<file path="src/hw/contact_monitor_pkg.sv">
// Purpose: Shared constants of the contact monitor serial port and registers
// Assumes: 100 MHz core clock
// Notes: Times kept in their own unit, cycle counts derived from them
package contact_monitor_pkg;

    localparam int CLK_MHZ = 100;
    localparam int FRAME_BITS = 16;
    localparam logic [4:0] FRAME_BITS_C = 5'h10;

    // Command word field positions
    localparam int CMD_HOLD_BIT = 15;
    localparam int CMD_SEL_HI = 14;
    localparam int CMD_SEL_LO = 12;
    localparam int CMD_WEN_BIT = 11;
    localparam int CMD_LOW_PAIR_BIT = 10;
    localparam int CMD_UPPER_BIT = 9;
    localparam int CMD_MIDDLE_BIT = 8;
    localparam int CMD_MASK_HI = 7;
    localparam logic [15:0] CMD_RESET = 16'h0000;

    // Status word field positions
    localparam int STAT_CONTACT_LO = 8;
    localparam int STAT_HEAT_BIT = 7;
    localparam logic [6:0] STAT_UNUSED = 7'h00;

    // Scan interval codes
    localparam logic [2:0] SEL_CONT_FIXED_HYST = 3'h6;
    localparam logic [2:0] SEL_FIRST_CONT = 3'h6;
    localparam logic [31:0] SCAN_MS_LONGEST = 32'h0000_0040;

    // Timing: figure as printed, then cycles
    localparam int POLL_US = 250;
    localparam int WET_MS = 20;
    localparam int SCAN_UNIT_MS = 1;
    localparam int POLL_CYC_DEF = POLL_US * CLK_MHZ;
    localparam int WET_CYC_DEF = WET_MS * 1000 * CLK_MHZ;
    localparam int MS_CYC_DEF = SCAN_UNIT_MS * 1000 * CLK_MHZ;

endpackage

</file>
<file path="src/hw/contact_monitor_serial_regs.sv">
// Purpose: Serial slave port, status and command words, scan and wetting
// Assumes: Serial pins are asynchronous; switch states and heat come from
//          logic on the core clock
// Notes: Serial clock is oversampled, so it must stay well below core clock
//
// Contract
// Sixteen-bit status out, command in, MSB first
// Chip-select fall loads status, rising clock shifts
// Falling serial clock samples data in
// Chip-select rise copies shift register to command
// Master gives exactly sixteen clocks per frame
// Deselected: data out released, pins ignored
// Chip-select fall releases interrupt and heat alert
// Changes during frame still raise interrupt
// Status high byte shows switch states
// Status bit seven shows overheat level
// Master ignores status bits six to zero
// Command word resets to zero
// Hold mode bit: continuous or 20ms wetting
// Periodic scan wets only during poll
// Interval field selects period or continuous
// Periodic scan polls all inputs together
// Continuous codes keep sense resistors connected
// Code six fixes hysteresis, adjustable off
// Global wetting enable, upper sense stays
// Low pair sense and wetting enable
// Low pair direct outputs in continuous only
// Low pair status frozen while disabled
// Pair polarity bits for inputs seven to four
// Mask bits disable per-input interrupts
// Reset state is 64ms periodic scan
// Command updates only after sixteen clocks
module contact_monitor_serial_regs
    import contact_monitor_pkg::*;
#(
    parameter int POLL_CYC = POLL_CYC_DEF,
    parameter int WET_CYC = WET_CYC_DEF,
    parameter int MS_CYC = MS_CYC_DEF
) (
    input wire logic clock,
    input wire logic rst,
    input wire logic clk_en,
    input wire logic cs_n,
    input wire logic sclk,
    input wire logic sdi,
    output logic sdo,
    output logic sdo_oe_n,
    input wire logic [7:0] contact_state_bits,
    input wire logic overheat_flag,
    input wire logic [1:0] contact_lines,
    output logic int_out,
    output logic int_oe_n,
    output logic heat_out,
    output logic heat_oe_n,
    output logic [7:0] wetting_on,
    output logic [7:0] sense_on,
    output logic [1:0] direct_level_outputs,
    output logic direct_oe_n,
    output logic hyst_fixed,
    output logic upper_pair_polarity,
    output logic middle_pair_polarity
);

    ////////////////////////////////////////////////////////////////////////
    typedef struct packed {
        logic cs_m;
        logic cs_s;
        logic cs_p;
        logic ck_m;
        logic ck_s;
        logic ck_p;
        logic di_m;
        logic di_s;
        logic [1:0] dl_m;
        logic [1:0] dl_s;
        logic [15:0] shreg;
        logic [4:0] cnt;
        logic [15:0] cmd;
        logic [7:0] contact;
        logic heat_p;
        logic int_oe_n;
        logic heat_oe_n;
        logic sdo;
        logic sdo_oe_n;
        logic [31:0] per_cnt;
        logic [31:0] wet_cnt;
        logic [7:0] wet;
        logic [7:0] sense;
        logic [1:0] dout;
        logic dout_oe_n;
        logic hyst_fixed;
        logic upper;
        logic middle;
    } state_t;

    state_t s_q;
    state_t s_d;

    localparam state_t STATE_RESET = '{
        cs_m: 1'b1, cs_s: 1'b1, cs_p: 1'b1,
        ck_m: 1'b0, ck_s: 1'b0, ck_p: 1'b0,
        di_m: 1'b0, di_s: 1'b0,
        dl_m: 2'h0, dl_s: 2'h0,
        shreg: 16'h0000, cnt: 5'h00, cmd: CMD_RESET,
        contact: 8'h00, heat_p: 1'b0,
        int_oe_n: 1'b1, heat_oe_n: 1'b1,
        sdo: 1'b0, sdo_oe_n: 1'b1,
        per_cnt: 32'h0000_0000, wet_cnt: 32'h0000_0000,
        wet: 8'h00, sense: 8'h00, dout: 2'h0, dout_oe_n: 1'b1,
        hyst_fixed: 1'b0, upper: 1'b0, middle: 1'b0
    };

    // Scan period in cycles; code 0 is the longest, each step halves it
    function automatic logic [31:0] period_of(input logic [2:0] code);
        logic [31:0] ms;
        ms = SCAN_MS_LONGEST >> code;
        return ms * 32'(MS_CYC);
    endfunction

    ////////////////////////////////////////////////////////////////////////
    logic cs_fall;
    logic cs_rise;
    logic ck_rise;
    logic ck_fall;
    logic [2:0] sel;
    logic periodic;
    logic poll;
    logic wen;
    logic low_pair;
    logic wet_time;
    logic wet_gate;
    logic int_event;
    logic heat_event;
    logic [7:0] contact_d;
    logic [15:0] status_word;

    always_comb begin
        s_d = s_q;
        // Two-flop synchronisers for all serial and raw pins
        s_d.cs_m = cs_n;
        s_d.cs_s = s_q.cs_m;
        s_d.cs_p = s_q.cs_s;
        s_d.ck_m = sclk;
        s_d.ck_s = s_q.ck_m;
        s_d.ck_p = s_q.ck_s;
        s_d.di_m = sdi;
        s_d.di_s = s_q.di_m;
        s_d.dl_m = contact_lines;
        s_d.dl_s = s_q.dl_m;

        cs_fall = s_q.cs_p & ~s_q.cs_s;
        cs_rise = ~s_q.cs_p & s_q.cs_s;
        // Clock edges count only inside a frame, not on its first cycle
        ck_rise = ~s_q.cs_s & ~s_q.cs_p & ~s_q.ck_p & s_q.ck_s;
        ck_fall = ~s_q.cs_s & ~s_q.cs_p & s_q.ck_p & ~s_q.ck_s;

        sel = s_q.cmd[CMD_SEL_HI:CMD_SEL_LO];
        periodic = sel < SEL_FIRST_CONT;
        wen = s_q.cmd[CMD_WEN_BIT];
        low_pair = s_q.cmd[CMD_LOW_PAIR_BIT];

        // Low pair status held while configured as direct inputs
        contact_d[7:2] = contact_state_bits[7:2];
        contact_d[1:0] = low_pair ? contact_state_bits[1:0]
                                  : s_q.contact[1:0];
        s_d.contact = contact_d;

        status_word = {s_q.contact, overheat_flag, STAT_UNUSED};

        // Serial shifting
        if (cs_fall) begin
            s_d.shreg = status_word;
            s_d.cnt = 5'h00;
            s_d.sdo = status_word[FRAME_BITS-1];
        end else begin
            if (ck_rise) begin
                s_d.sdo = s_q.shreg[FRAME_BITS-1];
            end
            if (ck_fall) begin
                s_d.shreg = {s_q.shreg[FRAME_BITS-2:0], s_q.di_s};
                if (s_q.cnt != 5'h1f) begin
                    s_d.cnt = s_q.cnt + 5'h01;
                end
            end
        end
        // Short or long frames leave the command word untouched
        if (cs_rise && s_q.cnt == FRAME_BITS_C) begin
            s_d.cmd = s_q.shreg;
        end
        s_d.sdo_oe_n = s_q.cs_s;

        // Alerts: a new event in the clearing cycle wins
        int_event = |((contact_d ^ s_q.contact)
                      & ~s_q.cmd[CMD_MASK_HI:0]);
        heat_event = overheat_flag & ~s_q.heat_p;
        s_d.heat_p = overheat_flag;
        if (int_event) begin
            s_d.int_oe_n = 1'b0;
        end else if (cs_fall) begin
            s_d.int_oe_n = 1'b1;
        end
        if (heat_event) begin
            s_d.heat_oe_n = 1'b0;
        end else if (cs_fall) begin
            s_d.heat_oe_n = 1'b1;
        end

        // Scan period counter and poll window
        if (!periodic || s_q.per_cnt >= period_of(sel) - 32'h1) begin
            s_d.per_cnt = 32'h0000_0000;
        end else begin
            s_d.per_cnt = s_q.per_cnt + 32'h1;
        end
        poll = periodic && s_q.per_cnt < 32'(POLL_CYC);

        // One shared pulse timer, restarted by any new closure
        if (|(contact_d & ~s_q.contact)) begin
            s_d.wet_cnt = 32'(WET_CYC);
        end else if (s_q.wet_cnt != 32'h0) begin
            s_d.wet_cnt = s_q.wet_cnt - 32'h1;
        end
        wet_time = s_q.cmd[CMD_HOLD_BIT] | (s_q.wet_cnt != 32'h0);
        wet_gate = wet_time & (~periodic | poll);
        s_d.wet[7:2] = {6{wen & wet_gate}} & contact_d[7:2];
        s_d.wet[1:0] = {2{wen & low_pair & wet_gate}}
                       & contact_d[1:0];

        // Sense resistors: always on in continuous, poll-only in scan; low pair only with its enable
        s_d.sense[7:2] = {6{~periodic | poll}};
        s_d.sense[1:0] = {2{low_pair & (~periodic | poll)}};

        // Direct outputs only in continuous mode with the low pair off
        s_d.dout = s_q.dl_s;
        s_d.dout_oe_n = periodic | low_pair;

        s_d.hyst_fixed = sel == SEL_CONT_FIXED_HYST;
        s_d.upper = s_q.cmd[CMD_UPPER_BIT];
        s_d.middle = s_q.cmd[CMD_MIDDLE_BIT];
    end

    always_ff @(posedge clock or posedge rst) begin
        if (rst) begin
            s_q <= STATE_RESET;
        end else if (clk_en) begin
            s_q <= s_d;
        end
    end

    ////////////////////////////////////////////////////////////////////////
    // Open-drain pins only ever pull low
    assign int_out = 1'b0;
    assign heat_out = 1'b0;
    assign sdo = s_q.sdo;
    assign sdo_oe_n = s_q.sdo_oe_n;
    assign int_oe_n = s_q.int_oe_n;
    assign heat_oe_n = s_q.heat_oe_n;
    assign wetting_on = s_q.wet;
    assign sense_on = s_q.sense;
    assign direct_level_outputs = s_q.dout;
    assign direct_oe_n = s_q.dout_oe_n;
    assign hyst_fixed = s_q.hyst_fixed;
    assign upper_pair_polarity = s_q.upper;
    assign middle_pair_polarity = s_q.middle;

    ////////////////////////////////////////////////////////////////////////
    property p_sdo_released;
        @(posedge clock) disable iff (rst || !clk_en)
        s_q.cs_s ##1 s_q.cs_s |-> sdo_oe_n;
    endproperty
    a_sdo_released: assert property (p_sdo_released)
        else $error("data out driven while deselected");

    property p_load_status;
        @(posedge clock) disable iff (rst || !clk_en)
        cs_fall |=> s_q.shreg == {$past(s_q.contact), $past(overheat_flag),
                                  STAT_UNUSED};
    endproperty
    a_load_status: assert property (p_load_status)
        else $error("status not loaded at select fall");

    property p_sdo_shift;
        @(posedge clock) disable iff (rst || !clk_en)
        ck_rise |=> sdo == $past(s_q.shreg[FRAME_BITS-1]);
    endproperty
    a_sdo_shift: assert property (p_sdo_shift)
        else $error("data out did not follow shift register");

    property p_shift_in;
        @(posedge clock) disable iff (rst || !clk_en)
        ck_fall |=> s_q.shreg[0] == $past(s_q.di_s);
    endproperty
    a_shift_in: assert property (p_shift_in)
        else $error("data in not shifted at clock fall");

    property p_cmd_update;
        @(posedge clock) disable iff (rst || !clk_en)
        cs_rise && s_q.cnt == FRAME_BITS_C |=> s_q.cmd == $past(s_q.shreg);
    endproperty
    a_cmd_update: assert property (p_cmd_update)
        else $error("command not taken after full frame");

    property p_cmd_keep;
        @(posedge clock) disable iff (rst || !clk_en)
        cs_rise && s_q.cnt != FRAME_BITS_C |=> $stable(s_q.cmd);
    endproperty
    a_cmd_keep: assert property (p_cmd_keep)
        else $error("command changed after bad frame");

    property p_int_release;
        @(posedge clock) disable iff (rst || !clk_en)
        cs_fall && !int_event |=> int_oe_n && heat_oe_n == !$past(heat_event);
    endproperty
    a_int_release: assert property (p_int_release)
        else $error("alerts not released at select fall");

    property p_int_set;
        @(posedge clock) disable iff (rst || !clk_en)
        int_event |=> !int_oe_n;
    endproperty
    a_int_set: assert property (p_int_set)
        else $error("unmasked change did not raise interrupt");

    property p_sense_cont;
        @(posedge clock) disable iff (rst || !clk_en)
        !periodic ##1 !periodic |-> sense_on[7:2] == 6'h3f;
    endproperty
    a_sense_cont: assert property (p_sense_cont)
        else $error("sense off in continuous mode");

    property p_wet_off;
        @(posedge clock) disable iff (rst || !clk_en)
        !wen |=> wetting_on == 8'h00;
    endproperty
    a_wet_off: assert property (p_wet_off)
        else $error("wetting on with global enable clear");

    property p_direct_oe;
        @(posedge clock) disable iff (rst || !clk_en)
        (periodic || low_pair) |=> direct_oe_n;
    endproperty
    a_direct_oe: assert property (p_direct_oe)
        else $error("direct outputs driven in wrong mode");

    property p_low_hold;
        @(posedge clock) disable iff (rst || !clk_en)
        !low_pair |=> s_q.contact[1:0] == $past(s_q.contact[1:0]);
    endproperty
    a_low_hold: assert property (p_low_hold)
        else $error("low pair status moved while disabled");

endmodule // contact_monitor_serial_regs

</file>
<file path="config.mk">
export PLATFORM = sky130hd
export DESIGN_NAME = contact_monitor_serial_regs
export DESIGN_NICKNAME = d
export VERILOG_FILES = /design/src/hw/contact_monitor_pkg.sv /design/src/hw/contact_monitor_serial_regs.sv
export SDC_FILE = /design/constraint.sdc
export NUM_CORES = 1
export LEC_CHECK = 0
export BUFFER_PORTS_ARGS = -buffer_cell sky130_fd_sc_hd__buf_4
export CAP_MARGIN = 15
export CORE_ASPECT_RATIO = 1.4
export CORE_UTILIZATION = 25
export DETAILED_ROUTE_END_ITERATION = 10
export PLACE_DENSITY = 0.39
export RECOVER_POWER = 50
export SYNTH_ARGS = -nofsm -noshare
export SYNTH_HDL_FRONTEND = slang
export SYNTH_SLANG_ARGS = --single-unit
</file>
<file path="constraint.sdc">
create_clock -name clock -period 20.4 [get_ports clock]
set_input_delay 1.02 -clock clock [delete_from_list [all_inputs] [get_ports clock]]
set_output_delay 1.02 -clock clock [all_outputs]
set_load 0.01 [all_outputs]
</file>
==> results.yml, run 1 <==
drt:
  dr.pass1.iters: 5
  drt_iter0_drc: 195
  wl_per_cell_um: 15.3
  vias: 6646
  totalWireLength_um: 22300
  via_per_inst: 4.57
  antenna_left: 0
  route.detailed.drc: 0
logic_synthesis:
  synth.most_common_cell: "dfrtp_1"
  synth_area_leaders: "dfrtp_1 (37%), ha_1 (13%), xnor2_1 (4.6%)"
  syn_inst: 956
  yosysSeqAreaShare_pct: 38.9
  avgSynthCellArea_um2: 9.51
  synth.distinct_cells: 64
  synth_top_area_share_pct: 37.1
  synthFlopType: "dfrtp_1"
  ys.warnings.count: 0
  synth_area_mm2: 0.00909
  yosys-top-cells-count: "dfrtp_1 (135), nor2_1 (95), ha_1 (94), nand2_1 (79), inv_1 (58)"
  yosysTopAreaCell: "dfrtp_1"
  synth_enable_flop_cells: 0
  ys_ff_latch: 141
  ys_async_sr_fraction_pct: 100
place:
  dp_hpwl_um: 16600
  port_buffers: 42
  placed_area_mm2: 0.00981
  place_inst: 1423
  post-place-ws_ns: 12.26
  place_congestion: 0.766
floorplanning:
  rows: 82
  ios: 45
  die_h_um: 228
  die_area_mm2: 0.0372
  core_area_mm2: 0.0358
  die_w_um: 163
  start_util_pct: 25.4
clock_tree:
  clk_pin_slew_ns: 0.06
  clock_latency_ns: 0.42
  root_buffer: "clkbuf_16"
  post_cts.repair.setup_buffers: 0
  cts_buffers: 17
  clk_path_buf_depth: 2
  ctsHoldBuffers: 0
  cts_tree: "yes"
  cts_sinks: 141
  h-tree-depth: 4
  post_cts_resized: 0
pwr:
  seq_power_share_pct: 28.5
  ir_drop_mv: 0.0506
  p_total_mw: 1.38
  p_sw_share_pct: 41.0
  switchingPower_uw: 565
  p_comb_share_pct: 47.8
  clkPwrFrac_pct: 23.7
  power_density_mw_per_mm2: 133
  intPower_uw: 811
  p_leak_nw: 4.79
run_status:
  violations: "max-capacitance violations, max-slew violations"
  status: "finished, violations left"
setup_path:
  worst-path-max-fanout: 19
  worst-path-stages: 28
  cp.required_ns: 20.75
  endpoint_kind: "flop"
  critical_path_class: "flop to flop"
  ff2ff_path_depth: 28
  startpoint: "s_q[113]"
  start_kind: "flop"
  slowest_stage: "dfrtp_1"
  slowest_delay_ns: 0.57
  cp_common_cell: "ha_1"
  rr_startpoint: "s_q[113]"
  crit_buf_inv: 3
  crit_path_end: "s_q[79]"
  worst_r2r_endpoint: "s_q[79]"
  critPathArrivalTime_ns: 8.46
  critical-path-top-delay-family: "adder cells"
  worst-r2r-setup-slack_ns: 12.29
cells_and_area:
  num_antenna_cells: 0
  layout-drive-gt1-share_pct: 11.1
  final_util_pct: 28.9
  fill_cells: 3817
  nets: 1099
  final_cells: 1455
  final_area_mm2: 0.0103
  area_growth_pct: 13.6
timing:
  finalMaxSlewViolations: 198
  clock_skew_ns: 0.00807
  period_share_pct: 39.8
  finalWorstSetupSlack_ns: 12.29
  relSlewSlack_pct: -175
  finalSetupTns_ns: 0
  tightest_slew_ns: 4.10
  rsz0062_at_grt: "no"
  setup_violations: 0
  hold_violations: 0
  period_needed_ns: 8.11
  fmax_mhz: 123
  whs_ns: 0.485
global_route:
  grt_pass1_wl_um: 37100
  grt_pass1_vias: 6802
  grt_use_total_pct: 12.9
  antenna_found_initial: 0
  grt_max_degree: 87
  overflow: 0
worst_hold_path:
  min_path_cells: 1
  hold_path.class: "flop to flop"
job:
  maxCapViolations: 3
[cells in the final DEF, fill, tap and decap left out, types with 7 or more instances in the layout]
cell and n:
nand4_1 11, clkbuf_16 17, o2bb2ai_1 9, nor2_1 94, o31ai_1 9, mux2_2 37
xor2_1 27, xnor2_1 48, clkbuf_1 27, nor2b_1 9, inv_1 57, dfrtp_1 135
nor3_1 18, conb_1 7, o21ai_0 56, nand2_1 79, or4_1 10, fa_1 8
nand3_1 33, nand2b_1 7, ha_1 94, a21oi_1 35, a21o_1 12, and3_1 10
buf_4 23, or3_1 12, nor4_1 14
[power by group through the flow]
stage	Sequential (mW)	Clock (mW)	Combinational (mW)
floorplan	0.372	0	0.518
global placement	0.398	0	0.670
CTS	0.394	0.338	0.676
finish	0.392	0.326	0.658
global route	0.402	0.350	0.757
detailed placement	0.398	0	0.669
[cell families (layout without fill, tap and decap cells)]
logic type / Yosys count / count (layout) / synth area share (%)
flops: 141 / 141 / 38.9
buf+inv: 109 / 141 / 5.34
other cells: 2 / 7 / 0.0826
mux: 40 / 40 / 4.91
xor+xnor: 75 / 75 / 7.22
simple gates: 328 / 328 / 18.0
fa+ha+maj: 102 / 102 / 14.7
compound gates: 159 / 159 / 10.9
[flip-flops by register name, summed over array words and instances (netlist names)]
name                  count
direct_level_outputs      2
direct_oe_n               1
heat_oe_n                 1
hyst_fixed                1
int_oe_n                  1
low_pair                  1
middle_pair_polarity      1
s_d                      11
s_q                     109
sdo                       1
sdo_oe_n                  1
sense_on                  2
upper_pair_polarity       1
wetting_on                8
[final cells by class]
cell class / count / area, um^2 / share of cell area, %
multi-input cells: 711 / 5100 / 49.3
inverters: 59 / 223 / 2.16
clock buffers: 22 / 484 / 4.69
clock inverters: 10 / 135 / 1.31
well taps: 462 / 578 / 5.59
flip-flops and latches: 141 / 3540 / 34.2
repair buffers: 50 / 278 / 2.69
[metal layers]
| metal | wire (um) | up-vias | GRT usage, % |
|---|---|---|---|
| met2 | 11600 | 70 | 22.8 |
| met5 | 0 | - | 0 |
| li1 | - | 3361 | - |
| met3 | 470 | 25 | 2.34 |
| met1 | 9730 | 3190 | 15.3 |
| met4 | 499 | 0 | 4.76 |
[worst min path at each step]
stage | startpoint | to | slack (ns)
after floorplan | wetting_on[0] | wetting_on[0] | 0.46
after global placement | wetting_on[5] | wetting_on[5] | 0.47
after detailed placement | wetting_on[5] | wetting_on[5] | 0.47
after CTS | wetting_on[5] | wetting_on[5] | 0.49
after global routing | wetting_on[5] | wetting_on[5] | 0.51
final | wetting_on[1] | wetting_on[1] | 0.48
(Power assumes the default switching activity.)
==> inputs of run 2 (changes only) <==
==> constraint.sdc (replaced) <==
create_clock -name clock -period 7.77 [get_ports clock]
set_input_delay 0.3885 -clock clock [delete_from_list [all_inputs] [get_ports clock]]
set_output_delay 0.3885 -clock clock [all_outputs]
set_load 0.01 [all_outputs]
==> run 2 against run 1 <==
- combinational power grew to 2.8 times the previous value
- the run still ends with max-capacitance violations, max-slew violations left
- clock-buffer cell count stayed put
- sequential share of layout area is 0.31 points lower
- clock skew is 0.0013 ns lower
- highest routed layer unchanged
- largest power group unchanged
- global-route usage hardly changed
- critical endpoint is now s_q[73]
- cell area is 0.96% higher
- critical path type unchanged
- fmax is 12% higher
==> results.yml, run 2 (synthesis gave the netlist of run 1 again) <==
setup_path:
  cp.required_ns: 8.12
  ff2ff_path_depth: 29
  critPathArrivalTime_ns: 7.59
  endpoint_kind: "flop"
  cp_common_cell: "ha_1"
  rr_startpoint: "s_q[112]"
  start_kind: "flop"
  critical_path_class: "flop to flop"
  worst-r2r-setup-slack_ns: 0.53
  worst-path-max-fanout: 18
  worst_r2r_endpoint: "s_q[73]"
  slowest_delay_ns: 0.53
  slowest_stage: "fa_1"
  startpoint: "s_q[112]"
  crit_path_end: "s_q[73]"
clock_tree:
  cts_buffers: 17
  cts_tree: "yes"
  clk_path_buf_depth: 2
  root_buffer: "clkbuf_16"
  clk_pin_slew_ns: 0.06
  cts_sinks: 141
  clock_latency_ns: 0.43
  h-tree-depth: 4
  post_cts.repair.setup_buffers: 0
timing:
  relSlewSlack_pct: -195
  fmax_mhz: 138
  period_needed_ns: 7.24
  hold_violations: 0
  period_share_pct: 93.1
  rsz0062_at_grt: "no"
  finalMaxSlewViolations: 198
  clock_skew_ns: 0.00673
  setup_violations: 0
  finalSetupTns_ns: 0
  tightest_slew_ns: 4.40
floorplanning:
  die_area_mm2: 0.0372
  rows: 82
  core_area_mm2: 0.0358
  die_w_um: 163
  start_util_pct: 25.4
  die_h_um: 228
  ios: 45
cells_and_area:
  num_antenna_cells: 0
  area_growth_pct: 14.7
  fill_cells: 3773
  final_util_pct: 29.1
  final-seq-area_mm2: 0.00354
  final_cell_mix: "dfrtp_1 (134), nor2_1 (94), ha_1 (94)"
  layout_commonest_cell: "dfrtp_1"
  largest_reg_flops: 109
  regMostFlops: "s_q"
  multi_input_area_mm2: 0.00516
  nets: 1110
  layout-drive-gt1-share_pct: 13.0
drt:
  route.detailed.drc: 0
  drt_iter0_drc: 222
  totalWireLength_um: 22200
  dr.pass1.iters: 4
  antenna_left: 0
  via_per_inst: 4.58
  vias: 6715
  wl_per_cell_um: 15.1
global_route:
  grt_use_total_pct: 12.9
  grt_pass1_vias: 7003
  antenna_found_initial: 0
  grt_pass1_wl_um: 37000
  overflow: 0
  grt_max_degree: 95
place:
  dp_hpwl_um: 16400
  port_buffers: 42
  place_congestion: 0.744
run_status:
  status: "finished, violations left"
  violations: "max-capacitance violations, max-slew violations"
pwr:
  clkPwrFrac_pct: 21.8
  p_sw_share_pct: 42.2
  switchingPower_mw: 1.54
  ir_drop_mv: 0.134
  intPower_mw: 2.10
  p_comb_share_pct: 50.3
  p_leak_nw: 4.80
  seq_power_share_pct: 27.9
  power_density_mw_per_mm2: 349
worst_hold_path:
  hold_path.class: "input port to flop"
job:
  maxCapViolations: 3
-- run 2: cell types whose count changed in the layout (fill, tap and decap cells not counted), moves of 2 or more --
| cell | before | now |
|---|---|---|
| mux2i_1 | 3 | 1 |
| o31ai_1 | 9 | 7 |
| mux2i_2 | 0 | 2 |
| buf_4 | 23 | 36 |
| bufinv_16 | 3 | 1 |
| clkinvlp_4 | 1 | 6 |
-- run 2: repair_timing --
| action | in CTS | in global routing |
|---|---|---|
| setup endpoints to repair | 0 | 32 |
| hold endpoints to repair | 0 | 0 |
| hold buffers | 0 | 0 |
| gates resized for setup | 0 | 13 |
-- run 2: cell type report --
type	instances	share of cell area, %
timing repair buffer	61	3.53
clock inverter	10	0.864
clock buffer	22	4.55
sequential	141	33.9
multi-input combinational	711	49.5
tap	462	5.54
inverter	59	2.14
-- run 2: power by group through the flow --
stage                     sequential, mW  combinational, mW  clock, mW
after detailed placement            1.03               1.81          0
after global placement              1.03               1.80          0
after CTS                           1.02               1.82      0.821
final                               1.02               1.83      0.793
after global routing                1.04               2.11      0.853
after floorplan                    0.976               1.36          0
-- run 2: worst min path at each step --
| stage | from | to | slack (ns) | cells past startpoint |
|---|---|---|---|---|
| 2_1_floorplan | wetting_on[0] | wetting_on[0] | 0.46 | 1 |
| 3_3_place_gp | sdo | sdo | 0.47 | 2 |
| 3_5_place_dp | wetting_on[6] | wetting_on[6] | 0.48 | 1 |
| 4_1_cts | sclk | s_d[143] | 0.17 | 2 |
| 5_1_grt | cs_n | s_d[146] | 0.17 | 2 |
| 6_report | sclk | s_d[143] | 0.19 | 2 |
-- run 2: through the flow --
stage / hold slack [ns] / total power, mW / area, um^2 / std cells / setup slack [ns]
floorplan: 0.456 / 2.34 / 9110 / 961 / 0.746
global placement: 0.470 / 2.83 / 9900 / 1434 / 0.288
detailed placement: 0.480 / 2.84 / 9900 / 1434 / 0.130
CTS: 0.166 / 3.66 / 10500 / 1466 / 0.114
global route: 0.171 / 4.01 / 10400 / 1466 / 0.00180
finish: 0.192 / 3.64 / 10400 / 1466 / 0.535
-- run 2: critical path, delay by kind of cell, from the launching register on --
family	cells	cell delay [ns]
fa+ha+maj	7	2.26
compound gates	10	2.26
simple gates	6	1.08
mux	2	0.55
buf+inv	4	0.50
flops	1	0.48
-- run 2: metal layers --
metal  track usage [%]  vias to the layer above  share of wire (%)
li1                  -                     3387                  -
met1              14.9                     3248                 43
met2              23.6                       65                 53
met3              2.45                       15                2.3
met4              4.10                        0                1.7
met5                 0                        -                  0
